**src/ccd_pkg.sv**
```systemverilog
package ccd_pkg;
  // Command codes, top three bits of a command byte
  localparam logic [2:0] CMD_RESET = 3'h0;
  localparam logic [2:0] CMD_START = 3'h1;
  localparam logic [2:0] CMD_STOP = 3'h2;
  localparam logic [2:0] CMD_LPEN = 3'h3;
  localparam logic [2:0] CMD_CURSOR = 3'h4;
  localparam logic [2:0] CMD_INT_ON = 3'h5;
  localparam logic [2:0] CMD_INT_OFF = 3'h6;
  localparam logic [2:0] CMD_PRESET = 3'h7;
  localparam int CMD_MSB = 7;
  localparam int CMD_LSB = 5;

  // Last parameter byte index per command
  localparam logic [1:0] RESET_LAST_IDX = 2'h3;
  localparam logic [1:0] PAIR_LAST_IDX = 2'h1;

  // Status word bit positions; bit 7 reads as zero
  localparam int ST_IE = 6;
  localparam int ST_IR = 5;
  localparam int ST_LP = 4;
  localparam int ST_IC = 3;
  localparam int ST_VE = 2;
  localparam int ST_DU = 1;
  localparam int ST_FO = 0;
  localparam int EVT_FLAGS = 4;

  // Screen byte 1
  localparam int B1_SPACED = 7;
  // Screen byte 4
  localparam int B4_LINE_MODE = 7;
  localparam int B4_FIELD_MODE = 6;
  // Underline field MSB blanks the top and bottom lines
  localparam int U_BLANK_BIT = 3;

  // Decoded values after reset, equal to all-zero fields
  localparam logic [7:0] CHARS_RST = 8'h01;
  localparam logic [5:0] HRET_RST = 6'h02;
  localparam logic [2:0] VRET_RST = 3'h1;
  localparam logic [6:0] ROWS_RST = 7'h01;
  localparam logic [4:0] LINES_RST = 5'h01;
  localparam logic [4:0] ULINE_RST = 5'h01;
  localparam logic [7:0] BYTE_RST = 8'h00;

  // Preset must settle within this many character clocks
  localparam int PRESET_CLKS = 2;

  typedef enum logic [1:0] {
    CCD_IDLE = 2'b00,
    CCD_RST = 2'b01,
    CCD_LPEN = 2'b11,
    CCD_CUR = 2'b10
  } ccd_state_t;
endpackage : ccd_pkg

```
**src/ccd_fmt_if.sv**
```systemverilog
interface ccd_fmt_if;
  logic [7:0] byte_d;
  logic [1:0] byte_idx;
  logic byte_we;
  logic [7:0] start_byte;
  logic start_we;
  logic [7:0] chars_per_row;
  logic chars_undefined;
  logic row_spaced;
  logic [5:0] hretrace_width;
  logic [2:0] retrace_rows;
  logic [6:0] rows_per_frame;
  logic [4:0] lines_per_row;
  logic [4:0] underline_line;
  logic blank_edge_lines;
  logic line_mode_offset;
  logic field_opaque;
  logic [1:0] cursor_format;
  logic [5:0] burst_gap;
  logic [3:0] burst_len;

  modport ctl (
    output byte_d, byte_idx, byte_we, start_byte, start_we,
    input chars_per_row, chars_undefined, row_spaced, hretrace_width, retrace_rows,
    input rows_per_frame, lines_per_row, underline_line, blank_edge_lines,
    input line_mode_offset, field_opaque, cursor_format, burst_gap, burst_len
  );
  modport dec (
    input byte_d, byte_idx, byte_we, start_byte, start_we,
    output chars_per_row, chars_undefined, row_spaced, hretrace_width, retrace_rows,
    output rows_per_frame, lines_per_row, underline_line, blank_edge_lines,
    output line_mode_offset, field_opaque, cursor_format, burst_gap, burst_len
  );
endinterface : ccd_fmt_if

```
**src/ccd_cmd_decoder.sv**
```systemverilog
// What this block does
// - Characters per row is field plus one; above 80 undefined; hretrace 2 to 32 by two.
// - Vertical retrace field gives 1 to 4 rows; rows per frame is field plus one.
// - Lines per row is field plus one; spacing bit selects normal or spaced rows.
// - Underline sits on scan line given by its field plus one.
// - Underline field MSB set blanks top and bottom scan lines of each row.
// - Line counter mode bit: 0 non-offset, 1 offset by one count.
// - Field attribute bit: 0 transparent, 1 non-transparent.
// - Cursor format: blink block, blink underline, steady block, steady underline.
// - Burst gap code 0 gives zero clocks, codes 1 to 7 give 7 to 55.
// - Burst count code gives 1, 2, 4 or 8 DMA cycles per burst.
// - Start command enables interrupts, DMA and video, sets both flags.
// - Stop command disables video, clears video flag, keeps interrupts and retrace.
// - Light pen command returns character then row on next two parameter reads.
// - Cursor command stores next two parameter writes as character then row.
// - Interrupt enable command sets flag; disable command clears it.
// - Commands written with select high, identified by their top three bits.
// - Reset command stops DMA, disables interrupts, blanks video; four bytes follow.
// - New command before the required parameters sets the improper flag.
// - Select high: command write, status read; select low: parameter access.
// - Preset command holds timing counters at top left until another command.
module ccd_cmd_decoder
  import ccd_pkg::*;
#(
  parameter int CHARS_MAX = 80
) (
  input wire logic i_clk,
  input wire logic i_nrst,
  input wire logic i_wr,
  input wire logic i_rd,
  input wire logic i_register_select,
  input wire logic [7:0] i_wdata,
  output logic [7:0] o_rdata,
  input wire logic i_lpen_hit,
  input wire logic [7:0] i_lpen_char,
  input wire logic [7:0] i_lpen_row,
  input wire logic i_last_row_start,
  input wire logic i_dma_underrun,
  input wire logic i_fifo_overrun,
  output logic o_int_enable_flag,
  output logic o_video_on_flag,
  output logic o_video_suppress_out,
  output logic o_dma_enable,
  output logic o_counter_preset,
  output logic [7:0] o_cursor_char,
  output logic [7:0] o_cursor_row,
  output logic [7:0] o_chars_per_row,
  output logic o_chars_undefined,
  output logic o_row_spaced,
  output logic [5:0] o_hretrace_width,
  output logic [2:0] o_retrace_rows,
  output logic [6:0] o_rows_per_frame,
  output logic [4:0] o_lines_per_row,
  output logic [4:0] o_underline_line,
  output logic o_blank_edge_lines,
  output logic o_line_mode_offset,
  output logic o_field_opaque,
  output logic [1:0] o_cursor_format,
  output logic [5:0] o_burst_gap,
  output logic [3:0] o_burst_len
);
  ccd_fmt_if fmt ();

  // The byte-wide row counter cannot flag lengths beyond 128
  if (CHARS_MAX < 1 || CHARS_MAX > 128) begin : g_chk
    $error("CHARS_MAX must lie in 1..128");
  end

  ccd_state_t state_q;
  logic [1:0] idx_q;
  logic ie_q;
  logic ve_q;
  logic dma_q;
  logic vsp_q;
  logic preset_q;
  logic ic_q;
  logic [EVT_FLAGS-1:0] evt_q;
  logic [EVT_FLAGS-1:0] evt_set;
  logic [7:0] cur_char_q;
  logic [7:0] cur_row_q;
  logic [7:0] pen_char_q;
  logic [7:0] pen_row_q;
  logic [7:0] rdata_q;
  logic [2:0] cmd;
  logic cmd_wr;
  logic par_wr;
  logic st_rd;
  logic par_rd;
  logic par_done;
  logic par_step;
  logic [7:0] status_word;

  assign cmd = i_wdata[CMD_MSB:CMD_LSB];
  assign cmd_wr = i_wr & i_register_select;
  assign par_wr = i_wr & ~i_register_select;
  assign st_rd = i_rd & i_register_select;
  assign par_rd = i_rd & ~i_register_select;

  // Parameter accepted by the pending command, and its last one
  always_comb begin
    par_done = 1'b0;
    par_step = 1'b0;
    unique case (state_q)
      CCD_RST: begin
        par_step = par_wr;
        par_done = par_wr && idx_q == RESET_LAST_IDX;
      end
      CCD_CUR: begin
        par_step = par_wr;
        par_done = par_wr && idx_q == PAIR_LAST_IDX;
      end
      CCD_LPEN: begin
        par_step = par_rd;
        par_done = par_rd && idx_q == PAIR_LAST_IDX;
      end
      CCD_IDLE: begin
        par_step = 1'b0;
        par_done = 1'b0;
      end
    endcase
  end

  // Parameter sequencer
  always_ff @(posedge i_clk) begin
    if (!i_nrst) begin
      state_q <= CCD_IDLE;
      idx_q <= 2'h0;
    end else if (cmd_wr) begin
      // A new command always restarts the parameter count
      idx_q <= 2'h0;
      unique case (cmd)
        CMD_RESET: state_q <= CCD_RST;
        CMD_LPEN: state_q <= CCD_LPEN;
        CMD_CURSOR: state_q <= CCD_CUR;
        default: state_q <= CCD_IDLE;
      endcase
    end else if (par_done) begin
      state_q <= CCD_IDLE;
      idx_q <= 2'h0;
    end else if (par_step) begin
      idx_q <= idx_q + 2'h1;
    end
  end

  assign fmt.byte_d = i_wdata;
  assign fmt.byte_idx = idx_q;
  assign fmt.byte_we = par_wr && state_q == CCD_RST;
  assign fmt.start_byte = i_wdata;
  assign fmt.start_we = cmd_wr && cmd == CMD_START;

  ccd_fmt_decode #(
    .CHARS_MAX(CHARS_MAX)
  ) u_fmt (
    .i_clk(i_clk),
    .i_nrst(i_nrst),
    .f(fmt)
  );

  // Interrupt enable flag
  always_ff @(posedge i_clk) begin
    if (!i_nrst) begin
      ie_q <= 1'b0;
    end else if (cmd_wr) begin
      unique case (cmd)
        CMD_START: ie_q <= 1'b1;
        CMD_INT_ON: ie_q <= 1'b1;
        CMD_INT_OFF: ie_q <= 1'b0;
        CMD_RESET: ie_q <= 1'b0;
        default: ie_q <= ie_q;
      endcase
    end
  end

  // Video and DMA; only start turns video back on, as the host must know
  always_ff @(posedge i_clk) begin
    if (!i_nrst) begin
      ve_q <= 1'b0;
      dma_q <= 1'b0;
      vsp_q <= 1'b1;
    end else if (cmd_wr) begin
      unique case (cmd)
        CMD_START: begin
          ve_q <= 1'b1;
          dma_q <= 1'b1;
          vsp_q <= 1'b0;
        end
        CMD_STOP: begin
          ve_q <= 1'b0;
          vsp_q <= 1'b1;
        end
        CMD_RESET: begin
          ve_q <= 1'b0;
          dma_q <= 1'b0;
          vsp_q <= 1'b1;
        end
        default: ve_q <= ve_q;
      endcase
    end
  end

  // Counters held at top left; asserted one clock after the command
  always_ff @(posedge i_clk) begin
    if (!i_nrst) begin
      preset_q <= 1'b0;
    end else if (cmd_wr) begin
      preset_q <= cmd == CMD_PRESET;
    end
  end

  // Improper command: too short or too long; a set beats a status read
  always_ff @(posedge i_clk) begin
    if (!i_nrst) begin
      ic_q <= 1'b0;
    end else if ((cmd_wr && state_q != CCD_IDLE) || (par_wr && (state_q == CCD_IDLE || state_q == CCD_LPEN))) begin
      ic_q <= 1'b1;
    end else if (st_rd) begin
      ic_q <= 1'b0;
    end
  end

  // Retrace request only counts while interrupts are enabled
  assign evt_set = {i_last_row_start & ie_q, i_lpen_hit, i_dma_underrun, i_fifo_overrun};
  assign status_word = {1'b0, ie_q, evt_q[3], evt_q[2], ic_q, ve_q, evt_q[1], evt_q[0]};

  // Event flags cleared by a status read, set wins
  for (genvar g = 0; g < EVT_FLAGS; g++) begin : g_evt
    always_ff @(posedge i_clk) begin
      if (!i_nrst) begin
        evt_q[g] <= 1'b0;
      end else if (evt_set[g]) begin
        evt_q[g] <= 1'b1;
      end else if (st_rd) begin
        evt_q[g] <= 1'b0;
      end
    end
  end

  // Cursor position
  always_ff @(posedge i_clk) begin
    if (!i_nrst) begin
      cur_char_q <= BYTE_RST;
      cur_row_q <= BYTE_RST;
    end else if (par_wr && state_q == CCD_CUR) begin
      if (idx_q == 2'h0) begin
        cur_char_q <= i_wdata;
      end else begin
        cur_row_q <= i_wdata;
      end
    end
  end

  // Pen position, raw; the host applies its own correction
  always_ff @(posedge i_clk) begin
    if (!i_nrst) begin
      pen_char_q <= BYTE_RST;
      pen_row_q <= BYTE_RST;
    end else if (i_lpen_hit) begin
      pen_char_q <= i_lpen_char;
      pen_row_q <= i_lpen_row;
    end
  end

  // Read data, one clock after the read strobe
  always_ff @(posedge i_clk) begin
    if (!i_nrst) begin
      rdata_q <= BYTE_RST;
    end else if (st_rd) begin
      rdata_q <= status_word;
    end else if (par_rd) begin
      if (state_q != CCD_LPEN) begin
        rdata_q <= BYTE_RST;
      end else if (idx_q == 2'h0) begin
        rdata_q <= pen_char_q;
      end else begin
        rdata_q <= pen_row_q;
      end
    end
  end

  assign o_rdata = rdata_q;
  assign o_int_enable_flag = ie_q;
  assign o_video_on_flag = ve_q;
  assign o_video_suppress_out = vsp_q;
  assign o_dma_enable = dma_q;
  assign o_counter_preset = preset_q;
  assign o_cursor_char = cur_char_q;
  assign o_cursor_row = cur_row_q;
  assign o_chars_per_row = fmt.chars_per_row;
  assign o_chars_undefined = fmt.chars_undefined;
  assign o_row_spaced = fmt.row_spaced;
  assign o_hretrace_width = fmt.hretrace_width;
  assign o_retrace_rows = fmt.retrace_rows;
  assign o_rows_per_frame = fmt.rows_per_frame;
  assign o_lines_per_row = fmt.lines_per_row;
  assign o_underline_line = fmt.underline_line;
  assign o_blank_edge_lines = fmt.blank_edge_lines;
  assign o_line_mode_offset = fmt.line_mode_offset;
  assign o_field_opaque = fmt.field_opaque;
  assign o_cursor_format = fmt.cursor_format;
  assign o_burst_gap = fmt.burst_gap;
  assign o_burst_len = fmt.burst_len;
endmodule : ccd_cmd_decoder

```
**src/ccd_fmt_decode.sv**
```systemverilog
module ccd_fmt_decode
  import ccd_pkg::*;
#(
  parameter int CHARS_MAX = 80
) (
  input wire logic i_clk,
  input wire logic i_nrst,
  ccd_fmt_if.dec f
);
  if (CHARS_MAX < 1 || CHARS_MAX > 128) begin : g_chk
    $error("CHARS_MAX must lie in 1..128");
  end

  localparam logic [7:0] CHARS_LIM = 8'(CHARS_MAX);

  // Screen format bytes
  always_ff @(posedge i_clk) begin
    if (!i_nrst) begin
      f.chars_per_row <= CHARS_RST;
      f.chars_undefined <= 1'b0;
      f.row_spaced <= 1'b0;
      f.retrace_rows <= VRET_RST;
      f.rows_per_frame <= ROWS_RST;
      f.lines_per_row <= LINES_RST;
      f.underline_line <= ULINE_RST;
      f.blank_edge_lines <= 1'b0;
      f.line_mode_offset <= 1'b0;
      f.field_opaque <= 1'b0;
      f.cursor_format <= 2'h0;
      f.hretrace_width <= HRET_RST;
    end else if (f.byte_we) begin
      unique case (f.byte_idx)
        2'h0: begin
          f.row_spaced <= f.byte_d[B1_SPACED];
          f.chars_per_row <= {1'b0, f.byte_d[6:0]} + 8'h01;
          // Codes beyond the limit give no defined row length
          f.chars_undefined <= ({1'b0, f.byte_d[6:0]} + 8'h01) > CHARS_LIM;
        end
        2'h1: begin
          f.retrace_rows <= {1'b0, f.byte_d[7:6]} + 3'h1;
          f.rows_per_frame <= {1'b0, f.byte_d[5:0]} + 7'h01;
        end
        2'h2: begin
          f.underline_line <= {1'b0, f.byte_d[7:4]} + 5'h01;
          f.blank_edge_lines <= f.byte_d[4 + U_BLANK_BIT];
          f.lines_per_row <= {1'b0, f.byte_d[3:0]} + 5'h01;
        end
        2'h3: begin
          f.line_mode_offset <= f.byte_d[B4_LINE_MODE];
          f.field_opaque <= f.byte_d[B4_FIELD_MODE];
          f.cursor_format <= f.byte_d[5:4];
          f.hretrace_width <= {1'b0, f.byte_d[3:0], 1'b0} + 6'h02;
        end
      endcase
    end
  end

  // Burst shape from the start command
  always_ff @(posedge i_clk) begin
    if (!i_nrst) begin
      f.burst_gap <= 6'h00;
      f.burst_len <= 4'h1;
    end else if (f.start_we) begin
      f.burst_gap <= (f.start_byte[4:2] == 3'h0) ? 6'h00 : {f.start_byte[4:2], 3'h0} - 6'h01;
      f.burst_len <= 4'h1 << f.start_byte[1:0];
    end
  end
endmodule : ccd_fmt_decode

```
**config.mk**
```make
export PLATFORM = sky130hd
export DESIGN_NAME = ccd_cmd_decoder
export DESIGN_NICKNAME = d
export VERILOG_FILES = /design/src/ccd_pkg.sv /design/src/ccd_fmt_if.sv /design/src/ccd_cmd_decoder.sv /design/src/ccd_fmt_decode.sv
export SDC_FILE = /design/constraint.sdc
export NUM_CORES = 1
export LEC_CHECK = 0
export BUFFER_PORTS_ARGS = -buffer_cell sky130_fd_sc_hd__buf_2
export CORE_UTILIZATION = 30
export DETAILED_ROUTE_END_ITERATION = 7
export GPL_TIMING_DRIVEN = 0
export HOLD_SLACK_MARGIN = 0.15
export SLEW_MARGIN = 10
export SYNTH_ARGS = -nofsm -noshare
export SYNTH_HDL_FRONTEND = slang
export SYNTH_SLANG_ARGS = --single-unit
```
**constraint.sdc**
```tcl
create_clock -name i_clk -period 1.4 [get_ports i_clk]
set_input_delay 0 -clock i_clk [delete_from_list [all_inputs] [get_ports i_clk]]
set_output_delay 0 -clock i_clk [all_outputs]
set_load 0.1 [all_outputs]
```
# Word level (Yosys, flattened, before mapping)

Index checks and enable logic that the tools add are counted.

Flip-flop bits (word level): 105
Input bits: 33
Output and inout port bits: 80

Reduce and logical (&&, ||, !) cells: 40
$add $sub $neg: 8
Bitwise operators: 8
Shifts and indexed selects: 1
Eq/ne operators: 14
Order comparisons: 1
Muxes and demuxes: 20

Operators by type and width:

| cell                | count |
|---|---|
| $reduce_bool 2->1   | 11 |
| $reduce_and 2->1    | 9 |
| $mux 8              | 2 |
| $mux 7              | 2 |
| $eq 3x3->1 const B  | 4 |
| $add 4x1->5 const B | 2 |
| $reduce_or 2->1     | 5 |
| $add 7x1->8 const B | 1 |
| $eq 2x2->1 const B  | 4 |
| $gt 8x7->1 const B  | 1 |
| $logic_and 1x1->1   | 8 |
| $pmux 1 s2          | 4 |
| $add 6x1->7 const B | 1 |
| $add 5x2->6 const B | 1 |
| $eq 3x2->1 const B  | 2 |
| $logic_not 3->1     | 2 |
| $mux 1              | 6 |
| $mux 6              | 1 |
| $pmux 2 s3          | 1 |
| $sub 6x1->6 const B | 1 |
| $and 1x1->1         | 5 |
| $eq 2x1->1 const B  | 2 |
| $logic_not 2->1     | 2 |
| $mux 2              | 2 |
| 10 further kinds    | 13 |

# Longest topological paths before layout

Word-level depth: 6
Gate-level depth with buffers: 7
Mapped depth without buffers: 6

# Hierarchy

From an unflattened synthesis, not the netlist that was laid out.

Cell total of the unflattened synthesis: 488
Area, all modules: 4426.7 um^2

By module, submodules not included:

| module          | area an instance (um^2) | times used | cells each |
|---|---|---|---|
| ccd_cmd_decoder | 2416.1                  | 1          | 260 |
| ccd_fmt_decode  | 2010.7                  | 1          | 228 |

# Worst setup path before layout

OpenSTA, ideal clock, no wires.

Path type: reg2reg
Start point: register state_q[1]
End point: register u_fmt.f.chars_undefined
Data required time: 1340 ps
Stages on the path, launching flop included: 8
Path buffers: 1
Setup time: 60 ps
Arrival time: 1501 ps
Slack: -162 ps
Cells stage by stage: dfxtp_1 > inv_1 > ha_1 > buf_2 > nand4b_4 > or4_1 > nand2_1 > a32o_1

Cells in the longest elaborated chain, start to end: 3

Ends and longest elaborated chain:

| item                              | RTL line               | text |
|---|---|---|
| from (decl)                       | ccd_cmd_decoder.sv:69  | `ccd_state_t state_q;` |
| from (signal assigned)            | ccd_cmd_decoder.sv:126 | `state_q <= CCD_IDLE;` |
| from (signal assigned)            | ccd_cmd_decoder.sv:132 | `CMD_RESET: state_q <= CCD_RST;` |
| from (signal assigned)            | ccd_cmd_decoder.sv:133 | `CMD_LPEN: state_q <= CCD_LPEN;` |
| $eq 2x1->1                        | ccd_cmd_decoder.sv:147 | `assign fmt.byte_we = par_wr && state_q == CCD_RST;` |
| $logic_and 1x1->1                 | ccd_cmd_decoder.sv:147 |  |
| $reduce_and 2->1 (no source line) | --                     |  |
| to (signal assigned)              | ccd_fmt_decode.sv:37   | `f.chars_undefined <= ({1'b0, f.byte_d[6:0]} + 8'h01) > CHARS_LIM;` |
| to (decl)                         | ccd_fmt_if.sv:30       | `output chars_per_row, chars_undefined, row_spaced, hretrace_width, retrace_rows,` |

No other way between the ends.
A chain may end at the register's enable or synchronous reset.

# Final worst setup path

Start point: register idx_q[1] (netlist: fmt.byte_idx[1])
End point: register rdata_q[0] (netlist: o_rdata[0])

Cells in the longest elaborated chain, start to end: 5

Ends and longest elaborated chain:

| item                   | RTL line               | text |
|---|---|---|
| from (decl)            | ccd_cmd_decoder.sv:70  | `logic [1:0] idx_q;` |
| from (signal assigned) | ccd_cmd_decoder.sv:141 | `idx_q <= idx_q + 2'h1;` |
| $logic_not 2->1        | ccd_cmd_decoder.sv:272 | `end else if (idx_q == 2'h0) begin` |
| $mux 8                 | ccd_cmd_decoder.sv:272 |  |
| $mux 8                 | ccd_cmd_decoder.sv:270 | `if (state_q != CCD_LPEN) begin` |
| $mux 7                 | ccd_cmd_decoder.sv:269 | `end else if (par_rd) begin` |
| $mux 7                 | ccd_cmd_decoder.sv:267 | `end else if (st_rd) begin` |
| to (signal assigned)   | ccd_cmd_decoder.sv:268 | `rdata_q <= status_word;` |
| to (signal assigned)   | ccd_cmd_decoder.sv:273 | `rdata_q <= pen_char_q;` |
| to (signal assigned)   | ccd_cmd_decoder.sv:275 | `rdata_q <= pen_row_q;` |
| to (decl)              | ccd_cmd_decoder.sv:83  | `logic [7:0] rdata_q;` |

No other way between the ends. The select of a mux whose other input is x is not followed.

==> impl_metrics.csv <==
group,metric,value,unit
setup_path,r2r_start,"fmt.byte_idx[1]",
pwr,p_per_area,1010,nW/um^2
floorplan,die_h,124,um
setup_path,critical_path_arrival,1.66,ns
min_path,hp-class,"in2reg",
synthesis,avgSynthCellArea,8.98,um^2
final_layout,fin_util,42.3,%
sta,max_freq,0.708,GHz
global_routing,grt_first_pass_wirelength,21100,um
placement,dp_hpwl,9460,um
setup_path,reg2reg_to,"o_rdata[0]",
final_layout,nets,711,
route,drc,0,
final_layout,drive_gt1_share,27.0,%
setup_path,path_max_fanout,10,
synthesis,yosys_warnings,0,
final_layout,syn2layout_area_growth,37.3,%
min_path,min_from,"i_wdata[6]",
route,ant_nets,0,
floorplan,fp-row-count,44,
setup_path,path_cells,"inv_2 > ha_4 > buf_12 > mux2i_2 > nor2_1 > o21a_1",
synthesis,synth.distinct_cells,47,
route,drt-total-wl,13400,um
run_status,outcome,"finished, violations left",
job,drv_cap,0,
placement,gp_congestion,0.798,
setup_path,r2r_slack,-0.01,ns
floorplan,coreArea,14500,um^2
setup_path,critical_path.startpoint,"fmt.byte_idx[1]",
global_routing,grt.total_usage,17.3,%
sta,period_share,101,%
sta,fin_ws,-0.0126,ns
route,vias_per_cell,4.74,
setup_path,end_kind,"register",
setup_path,worstSetupEndpoint,"o_rdata[0]",
setup_path,critPathRequiredTime,1.65,ns
final_layout,insertedDiodeCount,0,
sta,maxSlewHeadroom,54.8,%
setup_path,criticalPathCategory,"reg2reg",
floorplan,die_area,15400,um^2
setup_path,start_kind,"register",
final_layout,final_common_cell,"buf_2",
global_routing,grt_remaining_overflow,0,
sta,setup_violations,2,
setup_path,crit_slowest_cell,"dfxtp_2",
sta,finalClockSkew,0.0104,ns
clock_tree,cts-root-buf,"clkbuf_16",
sta,hold_viol,0,
clock_tree,clkSinkCount,102,
route,wl_per_cell,15.7,um
synthesis,postSynthRegisterBits,102,
sta,worstMarginPinSlew,0.678,ns
synthesis,synth_fp_nets,548,
pwr,peakVddDrop,0.000579,V
sta,period_needed,1.41,ns
setup_path,rr_worst_depth,6,
setup_path,crit_buf_inv,2,
floorplan,ioPinCount,113,
route,vias,4034,
route,first_pass_iters,4,
global_routing,grt_max_degree,19,
floorplan,initial_utilization,30.8,%
placement,io_buffer_count,107,
global_routing,grt_pass1_vias,4074,
clock_tree,cts_made_buffers,9,
synthesis,synthArstFlopShare,0,%
synthesis,synth_top_flop_cell,"dfxtp_1",
floorplan,die_x,124,um
synthesis,synth_cells,499,
synthesis,synth_edf_count,0,
final_layout,layout_common_cells,"115 x buf_2, 112 x nand2_1, 98 x dfxtp_1",
setup_path,cp_num_cells,6,
synthesis,netlist_area,4480,um^2
sta,fin_tns_setup,-0.0159,ns
sta,drv_slew,0,
setup_path,critPathTopFamily,"flip-flops",
clock_tree,cts.clk_slew.worst_paths,0.08,ns
final_layout,fillCellCount,1458,
run_status,violations,"negative setup slack",
sta,rsz0062_at_grt,"yes",
route,first_iter_violations,166,
pwr,leakagePower,2.84,nW
clock_tree,cts_tree,"yes",
global_routing,antenna_found_initial,0,
clock_tree,htree_levels,3,
clock_tree,ctsLongestPathBuffers,2,
setup_path,slowest_delay,0.35,ns
synthesis,yosysSeqAreaShare,45.6,%
clock_tree,clock_latency,0.36,ns
## power by group
group | switching, mW | internal, mW
logic | 0.502 | 0.302
clock network | 1.19 | 1.23
registers | 0.0453 | 2.96
total | 1.74 | 4.49
## cells in the mapped netlist, drive strengths merged (10+ instances only)
| library cell | n | area (um^2) |
|---|---|---|
| mux2i | 27 | 270 |
| ha | 16 | 200 |
| a21oi | 14 | 70.1 |
| clkbuf | 16 | 60.1 |
| nor2 | 20 | 75.1 |
| a21boi | 41 | 308 |
| dfxtp | 102 | 2040 |
| nand3 | 10 | 50.1 |
| buf | 22 | 124 |
| nor2b | 24 | 150 |
| nand2 | 114 | 430 |
| inv | 11 | 41.3 |
| o211a | 15 | 150 |
## sequential cells by signal, indices dropped and copies added, names as in the netlist, 4 cells and up
| signal | flops |
|---|---|
| u_fmt.f.hretrace_width | 5 |
| o_cursor_row | 8 |
| u_fmt.f.burst_gap | 4 |
| o_rdata | 8 |
| evt_q | 4 |
| pen_char_q | 8 |
| u_fmt.f.burst_len | 4 |
| u_fmt.f.chars_per_row | 8 |
| u_fmt.f.lines_per_row | 5 |
| o_cursor_char | 8 |
| u_fmt.f.rows_per_frame | 7 |
| u_fmt.f.underline_line | 5 |
| pen_row_q | 8 |
## metal layers
metal	up-vias	track usage (%)	part of all wire (%)
li1	2004	-	-
met1	1895	22.3	47
met2	116	28.7	47
met3	19	3.75	4.6
met4	0	5.74	1.7
met5	-	0	0
## metrics by stage
step	worst slack, ns	hold WS (ns)	power (mW)	instance area [um^2]	cells
finish	-0.0126	0.161	6.22	6150	851
floorplan	0.00484	0.139	3.55	4520	499
CTS	-0.0118	0.151	6.25	6090	851
global route	-0.0513	0.169	6.45	6150	851
global placement	-0.394	0.236	3.73	5290	790
detailed placement	-0.417	0.242	3.74	5290	790
## layout make-up
class / count / area (um^2) / area share (%)
Timing Repair Buffer: 153 / 986 / 16.0
Sequential cell: 102 / 2050 / 33.3
Buffer: 37 / 211 / 3.44
Clock inverter: 7 / 55.1 / 0.895
Multi-Input combinational cell: 348 / 2350 / 38.2
Tap cell: 184 / 230 / 3.74
Inverter: 11 / 43.8 / 0.712
Clock buffer: 9 / 225 / 3.66
## repair_timing
action / in CTS / in global routing
hold buffers: 41 / 0
setup buffers: 5 / 1
endpoints found under the setup margin: 59 / 58
hold endpoints to repair: 48 / 0
pin swaps: 4 / 3
gates resized for setup: 27 / 23
## logic make-up after synthesis
group	share of synthesized area, %
AO/OA/AOI/OAI	17.3
XOR/XNOR	1.76
adder cells (fa/ha/maj)	4.47
buffers and inverters	5.03
flip-flops	45.6
multiplexers	6.03
other	0.0837
AND/OR/NAND/NOR	19.8
## how the worst min path moves through the flow
| stage | endpoint | slack [ns] | cells after the start |
|---|---|---|---|
| after floorplan | evt_q[0] | 0.14 | 2 |
| after global placement | evt_q[0] | 0.24 | 3 |
| after detailed placement | evt_q[1] | 0.24 | 3 |
| after CTS | u_fmt.f.chars_per_row[7] | 0.15 | 4 |
| after global routing | u_fmt.f.chars_per_row[7] | 0.17 | 4 |
| final | u_fmt.f.chars_per_row[7] | 0.16 | 4 |
## tightest hold or removal path: stages
cell,delay [ns]
buf_2,0.14
nand2_1,0.13
or4_4,0.16
a21boi_1,0.05
No activity file was read; power rests on OpenSTA's default activity.
